**src/include/wiper_consts.svh**
```systemverilog
// Purpose: constants for the dual wiper two-wire write decoder
// Assumes: included by bare name
// Notes:   all positions and codes are 8 bits
`ifndef WIPER_CONSTS_SVH
`define WIPER_CONSTS_SVH
// arbitrary value for the fixed upper address bits
`define ADDR_FIXED_HI    4'h6
`define CMD_LOAD_FIRST   8'h11
`define CMD_LOAD_SECOND  8'h12
`define CMD_LOAD_BOTH    8'h13
`define WIPER_RESET      8'h80
`define WIPER_LOW_END    8'h00
`define WIPER_HIGH_END   8'hff
`define BITS_PER_BYTE    4'h8
`define ACK_SLOT         4'h9
`endif

```
**src/include/wiper_pkg.sv**
```systemverilog
// Purpose: types shared by the decoder files
// Assumes: nothing
// Notes:   line samples travel as one struct
package wiper_pkg;
  typedef struct packed {
    logic scl;
    logic sda;
  } line_t;
  typedef enum logic [2:0] {
    ST_IDLE = 3'b000,
    ST_ADDR = 3'b001,
    ST_CMD  = 3'b011,
    ST_DATA = 3'b010,
    ST_SKIP = 3'b110
  } phase_t;
endpackage

```
**src/rtl/line_events.sv**
```systemverilog
// Purpose: start, stop and clock edge detection on the serial lines
// Assumes: lines already synchronous to clock_i
// Notes:   one cycle pulses
`timescale 1ns/10ps
module line_events (
  // clock and reset
  input  wire logic           clock_i,
  input  wire logic           rst_i,
  // lines
  input  wire wiper_pkg::line_t line_i,
  // events
  output logic                start_o,
  output logic                stop_o,
  output logic                rise_o,
  output logic                fall_o
);
  import wiper_pkg::*;
  line_t prev_reg;

  always_ff @(posedge clock_i) begin
    if (rst_i) begin
      prev_reg <= '{scl: 1'b1, sda: 1'b1};
    end else begin
      prev_reg <= line_i;
    end
  end

  assign start_o = prev_reg.scl & line_i.scl & prev_reg.sda & ~line_i.sda;
  assign stop_o  = prev_reg.scl & line_i.scl & ~prev_reg.sda & line_i.sda;
  assign rise_o  = ~prev_reg.scl & line_i.scl;
  assign fall_o  = prev_reg.scl & ~line_i.scl;
endmodule

```
**src/rtl/wiper_decoder.sv**
```systemverilog
// Purpose: write-only two-wire slave loading two wiper positions
// Assumes: serial lines are synchronous inputs, master makes the clock
// Notes:   no readback; position registers drive the wiper taps directly
// How it works
// - first byte after the address is command, the next is data.
// - data goes to the position register chosen by the command.
// - command 11h loads the first wiper position.
// - command 12h loads the second wiper position.
// - command 13h loads both wiper positions with the same data.
// - code 00h is the low terminal end and ffh the high terminal end.
// - both positions reset to midscale 80h.
// - address low three bits match the straps, upper four are fixed.
// - a high eighth address bit makes the transfer a no-operation.
// - the slave pulls data low on the ninth clock of each taken byte.
// - a loaded position shows on the wiper output at once.
`timescale 1ns/10ps
`include "wiper_consts.svh"
module wiper_decoder #(
  parameter int POS_W = 8
) (
  // clock and reset
  input  wire logic             clock_i,
  input  wire logic             rst_i,
  // straps
  input  wire logic             addr_strap_bit2_i,
  input  wire logic             addr_strap_bit1_i,
  input  wire logic             addr_strap_bit0_i,
  // serial lines
  input  wire logic             scl_i,
  input  wire logic             sda_i,
  output logic                  sda_o,
  output logic                  sda_oe_o,
  // wiper taps
  output logic [POS_W-1:0]      wiper_a_position_o,
  output logic [POS_W-1:0]      wiper_b_position_o
);
  import wiper_pkg::*;

  line_t            line;
  logic             start_ev;
  logic             stop_ev;
  logic             rise_ev;
  logic             fall_ev;
  phase_t           phase_reg;
  logic [3:0]       bit_cnt_reg;
  logic [7:0]       shift_reg;
  logic [7:0]       cmd_reg;
  logic             ack_reg;
  logic [POS_W-1:0] wiper_a_position_reg;
  logic [POS_W-1:0] wiper_b_position_reg;
  logic [7:0]       byte_in;
  logic             byte_done;
  logic [6:0]       own_addr;

  assign line = '{scl: scl_i, sda: sda_i};

  line_events u_events (
    .clock_i (clock_i),
    .rst_i   (rst_i),
    .line_i  (line),
    .start_o (start_ev),
    .stop_o  (stop_ev),
    .rise_o  (rise_ev),
    .fall_o  (fall_ev)
  );

  function automatic logic cmd_hits_a(input logic [7:0] c);
    return (c == `CMD_LOAD_FIRST) || (c == `CMD_LOAD_BOTH);
  endfunction

  function automatic logic cmd_hits_b(input logic [7:0] c);
    return (c == `CMD_LOAD_SECOND) || (c == `CMD_LOAD_BOTH);
  endfunction

  assign own_addr = {`ADDR_FIXED_HI, addr_strap_bit2_i,
                     addr_strap_bit1_i, addr_strap_bit0_i};
  assign byte_in   = {shift_reg[6:0], sda_i};
  assign byte_done = rise_ev && (bit_cnt_reg == 4'h7);

  // bit counter: bits sampled so far, 8 waits for the fall, 9 is ack slot
  // ack waits for scl low so sda never moves while scl is high
  always_ff @(posedge clock_i) begin
    if (rst_i || start_ev || stop_ev) begin
      bit_cnt_reg <= 4'h0;
    end else if (rise_ev && bit_cnt_reg < `BITS_PER_BYTE) begin
      bit_cnt_reg <= bit_cnt_reg + 4'h1;
    end else if (fall_ev && bit_cnt_reg == `BITS_PER_BYTE) begin
      bit_cnt_reg <= `ACK_SLOT;
    end else if (fall_ev && bit_cnt_reg == `ACK_SLOT) begin
      bit_cnt_reg <= 4'h0;
    end
  end

  always_ff @(posedge clock_i) begin
    if (rst_i) begin
      shift_reg <= 8'h00;
    end else if (rise_ev && bit_cnt_reg < `BITS_PER_BYTE) begin
      shift_reg <= byte_in;
    end
  end

  // phase sequence address, command, data
  always_ff @(posedge clock_i) begin
    if (rst_i || stop_ev) begin
      phase_reg <= ST_IDLE;
    end else if (start_ev) begin
      phase_reg <= ST_ADDR;
    end else if (byte_done) begin
      unique case (phase_reg)
        ST_ADDR: begin
          // write bit low and own address only; else ignore the bytes that follow
          if (byte_in[7:1] == own_addr && !byte_in[0]) begin
            phase_reg <= ST_CMD;
          end else begin
            phase_reg <= ST_SKIP;
          end
        end
        ST_CMD:  phase_reg <= ST_DATA;
        ST_DATA: phase_reg <= ST_CMD;
        ST_IDLE: phase_reg <= ST_IDLE;
        ST_SKIP: phase_reg <= ST_SKIP;
        default: phase_reg <= ST_IDLE;
      endcase
    end
  end

  always_ff @(posedge clock_i) begin
    if (rst_i) begin
      cmd_reg <= 8'h00;
    end else if (byte_done && phase_reg == ST_CMD) begin
      cmd_reg <= byte_in;
    end
  end

  // ack: a nop address is still acknowledged, a foreign one is not
  always_ff @(posedge clock_i) begin
    if (rst_i || start_ev || stop_ev) begin
      ack_reg <= 1'b0;
    end else if (byte_done) begin
      ack_reg <= (phase_reg == ST_ADDR) ? (byte_in[7:1] == own_addr)
               : (phase_reg == ST_CMD || phase_reg == ST_DATA);
    end else if (fall_ev && bit_cnt_reg == `ACK_SLOT) begin
      ack_reg <= 1'b0;
    end
  end

  // drive low only after the eighth bit's falling edge
  assign sda_o    = 1'b0;
  assign sda_oe_o = ack_reg && (bit_cnt_reg == `ACK_SLOT);

  always_ff @(posedge clock_i) begin
    if (rst_i) begin
      wiper_a_position_reg <= POS_W'(`WIPER_RESET);
    end else if (byte_done && phase_reg == ST_DATA
                 && cmd_hits_a(cmd_reg)) begin
      wiper_a_position_reg <= POS_W'(byte_in);
    end
  end

  always_ff @(posedge clock_i) begin
    if (rst_i) begin
      wiper_b_position_reg <= POS_W'(`WIPER_RESET);
    end else if (byte_done && phase_reg == ST_DATA
                 && cmd_hits_b(cmd_reg)) begin
      wiper_b_position_reg <= POS_W'(byte_in);
    end
  end

  // code is the tap index counted from the low terminal
  assign wiper_a_position_o = wiper_a_position_reg;
  assign wiper_b_position_o = wiper_b_position_reg;

  logic data_load_a;
  logic data_load_b;
  assign data_load_a = byte_done && phase_reg == ST_DATA
                       && cmd_hits_a(cmd_reg);
  assign data_load_b = byte_done && phase_reg == ST_DATA
                       && cmd_hits_b(cmd_reg);

  AST_RESET_MID: assert property (@(posedge clock_i)
    $fell(rst_i) |-> wiper_a_position_o == `WIPER_RESET
                     && wiper_b_position_o == `WIPER_RESET)
    else $error("positions not midscale after reset");

  AST_LOAD_A: assert property (@(posedge clock_i) disable iff (rst_i)
    data_load_a |=> wiper_a_position_o == $past(byte_in))
    else $error("first wiper not loaded");

  AST_LOAD_B: assert property (@(posedge clock_i) disable iff (rst_i)
    data_load_b |=> wiper_b_position_o == $past(byte_in))
    else $error("second wiper not loaded");

  AST_BOTH: assert property (@(posedge clock_i) disable iff (rst_i)
    (data_load_a && cmd_reg == `CMD_LOAD_BOTH) |=>
      wiper_a_position_o == wiper_b_position_o)
    else $error("both wipers differ after joint load");

  AST_HOLD_A: assert property (@(posedge clock_i) disable iff (rst_i)
    !data_load_a |=> $stable(wiper_a_position_o))
    else $error("first wiper changed without load");

  AST_HOLD_B: assert property (@(posedge clock_i) disable iff (rst_i)
    !data_load_b |=> $stable(wiper_b_position_o))
    else $error("second wiper changed without load");

  AST_ACK_SLOT: assert property (@(posedge clock_i) disable iff (rst_i)
    sda_oe_o |-> bit_cnt_reg == `ACK_SLOT && sda_o == 1'b0)
    else $error("ack driven outside ninth bit");

  AST_FOREIGN: assert property (@(posedge clock_i) disable iff (rst_i)
    (byte_done && phase_reg == ST_ADDR && byte_in[7:1] != own_addr)
      |=> phase_reg == ST_SKIP)
    else $error("foreign address accepted");

  AST_NOP: assert property (@(posedge clock_i) disable iff (rst_i)
    (byte_done && phase_reg == ST_ADDR && byte_in[0]) |=>
      phase_reg != ST_CMD)
    else $error("nop address entered command phase");

  AST_CMD_DATA: assert property (@(posedge clock_i) disable iff (rst_i)
    (byte_done && phase_reg == ST_CMD && !start_ev && !stop_ev)
      |=> phase_reg == ST_DATA)
    else $error("data phase not after command");

  COV_LOAD_A: cover property (@(posedge clock_i) data_load_a);
  COV_LOAD_B: cover property (@(posedge clock_i) data_load_b);
  COV_BOTH: cover property (@(posedge clock_i)
    data_load_a && data_load_b);
  COV_SKIP: cover property (@(posedge clock_i) phase_reg == ST_SKIP);
endmodule

```
**config.mk**
```make
export PLATFORM = sky130hd
export DESIGN_NAME = wiper_decoder
export DESIGN_NICKNAME = d
export VERILOG_FILES = /design/src/include/wiper_pkg.sv /design/src/rtl/line_events.sv /design/src/rtl/wiper_decoder.sv
export VERILOG_INCLUDE_DIRS = /design/src /design/src/include
export SDC_FILE = /design/constraint.sdc
export NUM_CORES = 1
export LEC_CHECK = 0
export BUFFER_PORTS_ARGS = -buffer_cell sky130_fd_sc_hd__buf_2
export CELL_PAD_IN_SITES_DETAIL_PLACEMENT = 0
export CELL_PAD_IN_SITES_GLOBAL_PLACEMENT = 1
export CORE_ASPECT_RATIO = 0.75
export CORE_MARGIN = 10
export CORE_UTILIZATION = 40
export CTS_CLUSTER_SIZE = 8
export DETAILED_ROUTE_END_ITERATION = 7
export PLACE_DENSITY_LB_ADDON = 0.1
export SYNTH_ARGS = -nofsm -noshare
export SYNTH_HDL_FRONTEND = slang
export SYNTH_SLANG_ARGS = --single-unit
```
**constraint.sdc**
```tcl
create_clock -name clock_i -period 2.4 [get_ports clock_i]
set_clock_uncertainty 0.05 [all_clocks]
set_input_delay 0.12 -clock clock_i [delete_from_list [all_inputs] [get_ports clock_i]]
set_output_delay 0.12 -clock clock_i [all_outputs]
set_load 0.02 [all_outputs]
```
### Word-level counts from Yosys, hierarchy flattened

Cells that the tools add are included.

| word-level totals | value |
|---|---|
| output and inout bits | 18 |
| input port bits | 7 |
| bits in registers | 41 |

| cells by class | value |
|---|---|
| mux-type cells | 10 |
| magnitude comparators | 1 |
| reductions and logical operators | 21 |
| equality and inequality tests | 11 |
| $add $sub $neg | 1 |
| bitwise gates (word level) | 11 |

Operator list:

| operator | number |
|---|---|
| == test 8 x 5 -> 1 bit, second input constant | 3 |
| 2-to-1 mux 4 bit | 3 |
| one-hot mux 3 bit (4 select lines) | 1 |
| logical AND 1 bit | 10 |
| == test 4 bit, second input constant | 2 |
| bitwise AND 1 bit | 7 |
| == test 7 x 6 -> 1 bit | 1 |
| == test 3 x 2 -> 1 bit, second input constant | 2 |
| logical OR 1 bit | 6 |
| 2-to-1 mux 1 bit | 5 |
| adder 4 x 1 -> 4 bit, second input constant | 1 |
| == test 4 x 3 -> 1 bit, second input constant | 1 |
| less-than comparator 4 bit, second input constant | 1 |
| inverter 1 bit | 4 |
| nonzero test 2 bit | 2 |
| == test 3 x 1 -> 1 bit, second input constant | 1 |
| == test 3 bit, second input constant | 1 |
| 2-to-1 mux 3 bit | 1 |
| nonzero test 3 bit | 1 |
| OR reduction 2 bit | 1 |
| logical NOT 1 bit | 1 |

### Depth between registers and ports, before layout

Gate-level depths: netlist (run 1).

| logic depth | value |
|---|---|
| word-level depth | 6 |
| depth in mapped cells | 6 |
| gate-level depth less buffers | 5 |

### By module

Synthesis (run 1) repeated with hierarchy kept, for this count alone.

| second synthesis, totals | value |
|---|---|
| cells, all modules | 193 |
| area total of the unflattened synthesis | 1805.5 um^2 |

By module, submodules not included:

| module | area each (um^2) | times used | cells each | sequential area each (um^2) |
|---|---|---|---|---|
| wiper_decoder | 1720.4 | 1 | 185 | 780.7 |
| line_events | 85.1 | 1 | 8 | 40.0 |

### Worst setup path after synthesis (run 1)

No wires, ideal clock.

| timing path | value |
|---|---|
| path kind | reg-to-reg |
| from | reg bit_cnt_reg[3] |
| to | reg wiper_a_position_reg[2] (netlist: wiper_a_position_o[2]) |
| arrival | 1728 ps |
| slack | 490 ps |
| cell stages (with the launch flop) | 7 |
| path buffers | 2 |
| data required time | 2218 ps |
| setup time | 132 ps |
| cells stage by stage | dfxtp_1 or3b_1 buf_2 or4_4 buf_2 o21ai_0 a21oi_1 |

| on the way | value |
|---|---|
| word-level cells in the longest chain between the ends | 4 |

Ends and longest elaborated chain:

| what | line | source |
|---|---|---|
| from (decl) | wiper_decoder.sv:45 | `logic [3:0] bit_cnt_reg;` |
| from (signal assigned) | wiper_decoder.sv:86 | `bit_cnt_reg <= bit_cnt_reg + 4'h1;` |
| from (signal assigned) | wiper_decoder.sv:88 | `` bit_cnt_reg <= `ACK_SLOT; `` |
| == test 4 x 3 -> 1 bit | wiper_decoder.sv:78 | `assign byte_done = rise_ev && (bit_cnt_reg == 4'h7);` |
| logical AND 1 bit | wiper_decoder.sv:78 |  |
| logical AND 1 bit (2 in a row) | -- |  |
| to (signal assigned) | wiper_decoder.sv:153 | `` wiper_a_position_reg <= POS_W'(`WIPER_RESET); `` |
| to (signal assigned) | wiper_decoder.sv:156 | `wiper_a_position_reg <= POS_W'(byte_in);` |
| to (decl) | wiper_decoder.sv:49 | `logic [POS_W-1:0] wiper_a_position_reg;` |

Every way passes these cells.
A chain may end at the register's enable or synchronous reset.

### Worst setup path after layout (run 1)

| timing path | value |
|---|---|
| from | reg u_events.prev_reg[1] (netlist name) |
| to | reg wiper_a_position_reg[5] (netlist: wiper_a_position_o[5]) |

| on the way | value |
|---|---|
| word-level cells in the longest chain between the ends | 5 |

Ends and longest elaborated chain:

| what | line | source |
|---|---|---|
| from (decl) | line_events.sv:18 | `line_t prev_reg;` |
| from (signal assigned) | line_events.sv:22 | `prev_reg <= '{scl: 1'b1, sda: 1'b1};` |
| from (signal assigned) | line_events.sv:24 | `prev_reg <= line_i;` |
| inverter 1 bit | line_events.sv:30 | `assign rise_o = ~prev_reg.scl & line_i.scl;` |
| bitwise AND 1 bit | line_events.sv:30 |  |
| logical AND 1 bit | wiper_decoder.sv:78 |  |
| logical AND 1 bit (2 in a row) | -- |  |

Every way passes these cells.

==> summary.md, run 1 <==
| Metric | Value |
|---|---|
| Syn_nets | 226 |
| Post-Syn Area per Cell | about 8.4 sq um |
| Number of max-slew violations in the final report | 0 |
| Std-Cell Rows | 21 |
| Setup bufs post-CTS | 0 |
| Initial DRC Count | 97 |
| IO Count | 25 |
| Sequential Power Share | 57.9% |
| Cells after synthesis | 216 |
| Slew at the pin closest to its max-slew limit | 630.5 ps |
| Worst setup SP type | flip-flop |
| Die X | about 98 um |
| Final Cycle Share | 86.38% |
| Initial Utilization | 40.96% |
| Setup Viol. Count Final | 0 |
| Yosys top cell area share | 45.40% |
| Synth Area in Compound Gates | 19.24% |
| Setup TNS | 0 ps |
| Distinct cells, synth | 40 |
| TritonCTS clock tree | built |
| Routed len/inst | 15.77 um |
| Crit path arrival time | between 2000 and 2500 ps |
| Tmin final | about 2100 ps |
| Hold-fix buffers, CTS | 0 |
| Total GRT Usage | 12.41% |
| Clock transition at path regs | 70 ps |
| Wire length of the first global-routing pass | 7.879 mm |
| Int Power | 928.7 uW |
| Net Sw Frac | 22.07% |
| Worst-Skew Late Latency | 290 ps |
| Root Driver | clkbuf_8 |
| WS Path Type | flip-flop to flip-flop |
| Worst EP required | 2500 ps |
| Slew headroom | 57.96% |
| Post-synthesis mux area share | 0% |
| Most common cell in the netlist | dfxtp_1 |
| Crit-path slowest cell | or4_4 |
| PwrDens | roughly 580 mW/mm^2 |
| Largest area contributor in the netlist | dfxtp_1 |
| Simple logic cell fraction of the synthesized area | between 20% and 30% |
| Via density | between 5 and 6 |
| Vias in the first global route | around 1600 |
| EDFF count, synth | 0 |
| Die Ht | between 70 and 80 um |
| Pleak | 0.0007068 uW |
| 1st-pass router iterations | 4 |
| Initial antenna violation count | 0 |
| Critical Path Max Stage Delay | 680 ps |
| CP Buf/Inv Count | 0 |
| Switching pwr | 263.0 uW |
| Clk buf depth | 2 |
| CTS sink cnt | 41 |
| Syn Std Cell Area | 0.001808 sq mm |
| Vias | around 1600 |
| Max cap viols | 0 |
| Maximum clock rate | 482.4 MHz |
| Synth top area cells | dfxtp_1, a21oi_1, nand2_1 |
| Hold Crit Class | input pin to flip-flop |
| Dpl cell area | 0.001969 sq mm |
| CP max FO | 14 |
| RSZ-0062 raised after global routing | no |
| Launching point of the worst reg2reg path | u_events.prev_reg[1] |
| Synth warnings | 0 |
| Post-route antenna net violation count | 0 |
| Hold Crit Start | scl_i |
| Post-DP HPWL | 3.324 mm |
| Final Hold Fails | 0 |
| FF+latch count, synth | 41 |
| Main combinational cell family by area after synthesis | simple AND/OR/NAND/NOR gates |
| DRC viols | 0 |
| Main synth FF type | dfxtp_1 |
| Setup crit start | u_events.prev_reg[1] |
| Nets | 246 |
| Combinational Power Share | 4.2% |
| Design area | 0.002056 sq mm |
| Gr ovfl total | 0 |
| Async SR Flop Fraction | 0% |
| Final Wtd Congestion | slightly above 0.8 |
| Xor/xnor share of the synthesized area | about 2.4% |
| # fillers | 455 |
| Layout cell share with drive strength beyond 1 | between 10% and 20% |
| Port bufs | 23 |
| Largest net degree at the start of global routing | 37 |
| Commonest cells in the synthesized netlist | dfxtp_1, a21oi_1, nand2_1, nand4_1, o21ai_0 |
| Status | complete, no violations |
| Area Growth Syn to Fin | 13.70% |
| Die area | 0.007637 sq mm |
| Post-synthesis adder-cell area fraction | 2.076% |
| Routed WL | 4.620 mm |
| Post-CTS sizing | 0 |
| Seq/Total Area, Yosys | 45.40% |
| CP endpoint kind | flip-flop |
| Total CTS buffers | 5 |
| Hold WS | around 41 ps |
| ANT cells | 0 |
| H-tree Lvls | 2 |
| Core region area | 0.004414 sq mm |
| Clock network fraction of total power | 37.9% |
| VDD IR-drop max | ~0.32 mV |
| Cell Chain, Critical Path | or3b_1, or4_4, o21ai_0, a21oi_1 |
| CP top delay family | simple AND/OR/NAND/NOR gates |
==> power by group through the flow <==
stage	clock, uW	sequential [uW]	combinational, uW
global route	493	690	56.5
detailed placement	0	706	49.6
global placement	0	705	49.0
CTS	467	690	49.9
finish	452	690	50.3
floorplan	0	704	36.9
==> placed cells by master (no fill, tap or decap), types with 2 or more instances in the layout <==
master	count
buf_4	6
ha_1	3
a31oi_1	2
o21ai_0	14
o21ai_1	2
clkbuf_8	6
or4b_1	2
inv_1	4
nor2b_1	2
a311oi_1	2
dfxtp_1	41
nand2_1	29
nand4_1	17
a41oi_1	2
nor2_1	5
or2_2	2
a32oi_1	2
nand3_1	12
buf_2	23
nand2b_1	3
nor3_2	2
xor2_1	4
a21oi_1	33
==> cell type report <==
class,count,area (sq um),share of cell area [%]
flip-flops and latches,41,820.8,39.93
clock buffers,7,86.33,4.200
repair buffers,29,160.2,7.791
multi-input cells,155,902.1,43.88
well taps,57,71.32,3.469
inverters,4,15.01,0.7304
==> worst paths after layout <==
| kind | endpoint | slack (ps) | cells after the start |
|---|---|---|---|
| setup / recovery | wiper_a_position_o[5] | 330 | 4 |
| hold / removal | u_events.prev_reg[1] | 40 | 2 |
| setup reg to reg | wiper_a_position_o[5] | 330 | 4 |
| hold reg to reg | cmd_reg[4] | 400 | 2 |
==> through the flow <==
stage	util [%]	std cells	setup slack (ps)	power [uW]
finish	46.57	293	326.9	1192
global route	46.57	293	246.3	1240
CTS	46.57	293	319.8	1206
detailed placement	44.61	286	342.9	755.2
global placement	44.61	286	454.4	754.4
floorplan	-	216	490.2	740.6
==> worst reg2reg max path, stage by stage (launching register included) <==
cell and delay, ps:
dfxtp_1 350, or3b_1 510, or4_4 680, o21ai_0 230, a21oi_1 100
==> routing by layer <==
metal	routed length, um	GRT usage (%)	vias to the layer above
li1	-	-	824
met1	2376	17.30	745
met2	1891	17.55	43
met3	303	4.024	7
met4	48	3.913	0
met5	0	0	-
==> kinds of logic after synthesis <==
logic type,count (synthesis)
buffers and inverters,20
flip-flops,41
adder cells (fa/ha/maj),3
AO/OA/AOI/OAI,61
XOR/XNOR,5
other,1
AND/OR/NAND/NOR,85
No activity file was read; power rests on OpenSTA's default activity.
==> run 2: changes to the inputs <==
RECOVER_POWER = 50   (was default)
==> run 2 against run 1 <==
  * The flow now finishes with violations (max-capacitance violations)
  * Wire length rose by 0.43%
  * Worst hold slack got worse by 1.7 ps
  * Fmax fell by 1.1%
  * Flip-flop and latch count did not move
  * Utilization fell by 0.60 points
  * Clock-buffer cell count did not move
  * Cell count did not move
  * Register-to-register slack got worse by 20 ps
  * Worst setup slack got worse by 24 ps
  * Clock power rose by 0.9%
==> summary.md, run 2 (synthesized netlist as in run 1, its figures left out) <==
| Metric | Value |
|---|---|
| Final Wtd Congestion | 0.8209 (unchanged) |
| H-tree Lvls | 2 (unchanged) |
| R2R setup slack | 300 ps (-20 ps) |
| Clock transition at path regs | 70 ps (about the same) |
| Initial DRC Count | 117 (+21%) |
| Wire length of the first global-routing pass | 7.879 mm (unchanged) |
| Reg2Reg Depth | 4 (unchanged) |
| Tmin final | 2097 ps (+23.96 ps) |
| Routed len/inst | 15.84 um (+0.43%) |
| Vias | 1619 (unchanged) |
| Setup bufs post-CTS | 0 (unchanged) |
| Status | complete, but fails checks |
| Clk buf depth | 2 (unchanged) |
| CP endpoint kind | flip-flop |
| Port bufs | 23 (unchanged) |
| IO Count | 25 (unchanged) |
| Die X | 97.63 um (unchanged) |
| Root Driver | clkbuf_8 |
| Post-DP HPWL | 3.324 mm (unchanged) |
| TritonCTS clock tree | built |
| Maximum clock rate | 476.9 MHz (-1.1%) |
| Launching point of the worst reg2reg path | u_events.prev_reg[1] |
| Die Ht | 78.23 um (unchanged) |
| Final Cycle Share | 87.38% (+1.0 points) |
| Initial Utilization | 40.96% (unchanged) |
| RR Endpoint | wiper_a_position_o[5] |
| DRC viols | 0 (unchanged) |
| Most frequent cells in the layout | dfxtp_1, a21oi_1, nand2_1 |
| Hold Crit Class | input pin to flip-flop |
| Gr ovfl total | 0 (unchanged) |
| Via density | 5.526 (unchanged) |
| Setup Viol. Count Final | 0 (unchanged) |
| RSZ-0062 raised after global routing | no |
| Failing checks | max-capacitance violations |
| Commonest non-fill, non-tap cell in the layout | dfxtp_1 |
| Routed WL | 4.640 mm (+0.43%) |
| Slew at the pin closest to its max-slew limit | 1488 ps (+857.6 ps) |
| 1st-pass router iterations | 4 (unchanged) |
| CP max FO | 14 (unchanged) |
| Post-route antenna net violation count | 0 (unchanged) |
| Worst Hold Path EP | u_events.prev_reg[1] |
| Area Growth Syn to Fin | 12.25% |
| Number of max-slew violations in the final report | 0 (unchanged) |
| Nets | 246 (unchanged) |
| Max cap viols | 1 (+1) |
| Core region area | 0.004414 sq mm (unchanged) |
| Worst-Skew Late Latency | 290 ps (about the same) |
| Largest net degree at the start of global routing | 37 (unchanged) |
| Setup crit start | u_events.prev_reg[1] |
| Final Hold Fails | 0 (unchanged) |
| Slew headroom | 0.7895% (-57 points) |
| PwrDens | 588.7 mW/mm^2 (+1.6%) |
| Hold Crit Start | scl_i |
| Initial antenna violation count | 0 (unchanged) |
| VDD IR-drop max | 0.3256 mV (+2.2%) |
| Die area | 0.007637 sq mm (unchanged) |
| Power Total | 1195 uW (+0.26%) |
| ANT cells | 0 (unchanged) |
| CTS sink cnt | 41 (unchanged) |
| Hold-fix buffers, CTS | 0 (unchanged) |
| Worst EP required | 2460 ps (-40 ps) |
| WS Path Type | flip-flop to flip-flop |
| Total CTS buffers | 5 (unchanged) |
| Total GRT Usage | 12.41% (unchanged) |
| Crit path arrival time | 2150 ps (-20 ps) |
| Worst setup SP type | flip-flop |
| Std-Cell Rows | 21 (unchanged) |
| Hold Path Depth | 2 (unchanged) |
| Setup TNS | 0 ps (unchanged) |
| Layout cell share with drive strength beyond 1 | 9.746% (-8.1 points) |
| Vias in the first global route | 1563 (unchanged) |
| Post-CTS sizing | 0 (unchanged) |
| Pleak | 0.0006325 uW (-11%) |
run 2: worst max-delay path by stage:
stage                       endpoint  cells past startpoint
2_1_floorplan  wiper_a_position_o[2]                      6
3_3_place_gp   wiper_a_position_o[2]                      4
3_5_place_dp   wiper_a_position_o[5]                      4
4_1_cts        wiper_a_position_o[5]                      4
5_1_grt        wiper_a_position_o[7]                      6
6_report       wiper_a_position_o[5]                      4
run 2: cell type report:
cell class | instances | area [sq um]
flip-flops and latches | 41 | 820.8
well taps | 57 | 71.32
fillers | 457 | 2385
repair buffers | 29 | 133.9
inverters | 4 | 15.01
clock buffers | 7 | 86.33
multi-input cells | 155 | 902.1
run 2: per-stage QoR:
| stage | hold slack [ps] | util (%) | instance area (sq um) | cells | setup slack, ps |
|---|---|---|---|---|---|
| floorplan | 176.6 | - | 1808 | 216 | 490.2 |
| detailed placement | 343.0 | 44.61 | 1969 | 286 | 342.9 |
| CTS | 38.15 | 46.57 | 2056 | 293 | 319.8 |
| finish | 39.65 | 45.98 | 2029 | 293 | 303.0 |
| global placement | 338.7 | 44.61 | 1969 | 286 | 454.4 |
| global route | 52.67 | 45.98 | 2029 | 293 | 137.6 |
run 2: worst max-delay path, stage by stage, from the launching register on:
cell     delay (ps)
dfxtp_1         350
or3b_1          500
or4_4           670
o21ai_0         230
a21oi_1         100
run 2: routing by layer:
metal | GRT usage, % | up-vias | part of all wire, %
li1 | - | 824 | -
met3 | 4.024 | 7 | 6.5
met2 | 17.55 | 49 | 41
met1 | 17.30 | 739 | 52
met4 | 3.913 | 0 | 1.0
met5 | 0 | - | 0
run 2: power by group:
part	internal [uW]	switching, uW
Combinational	15.9	33.2
Clock	228	228
Sequential	684	6.02
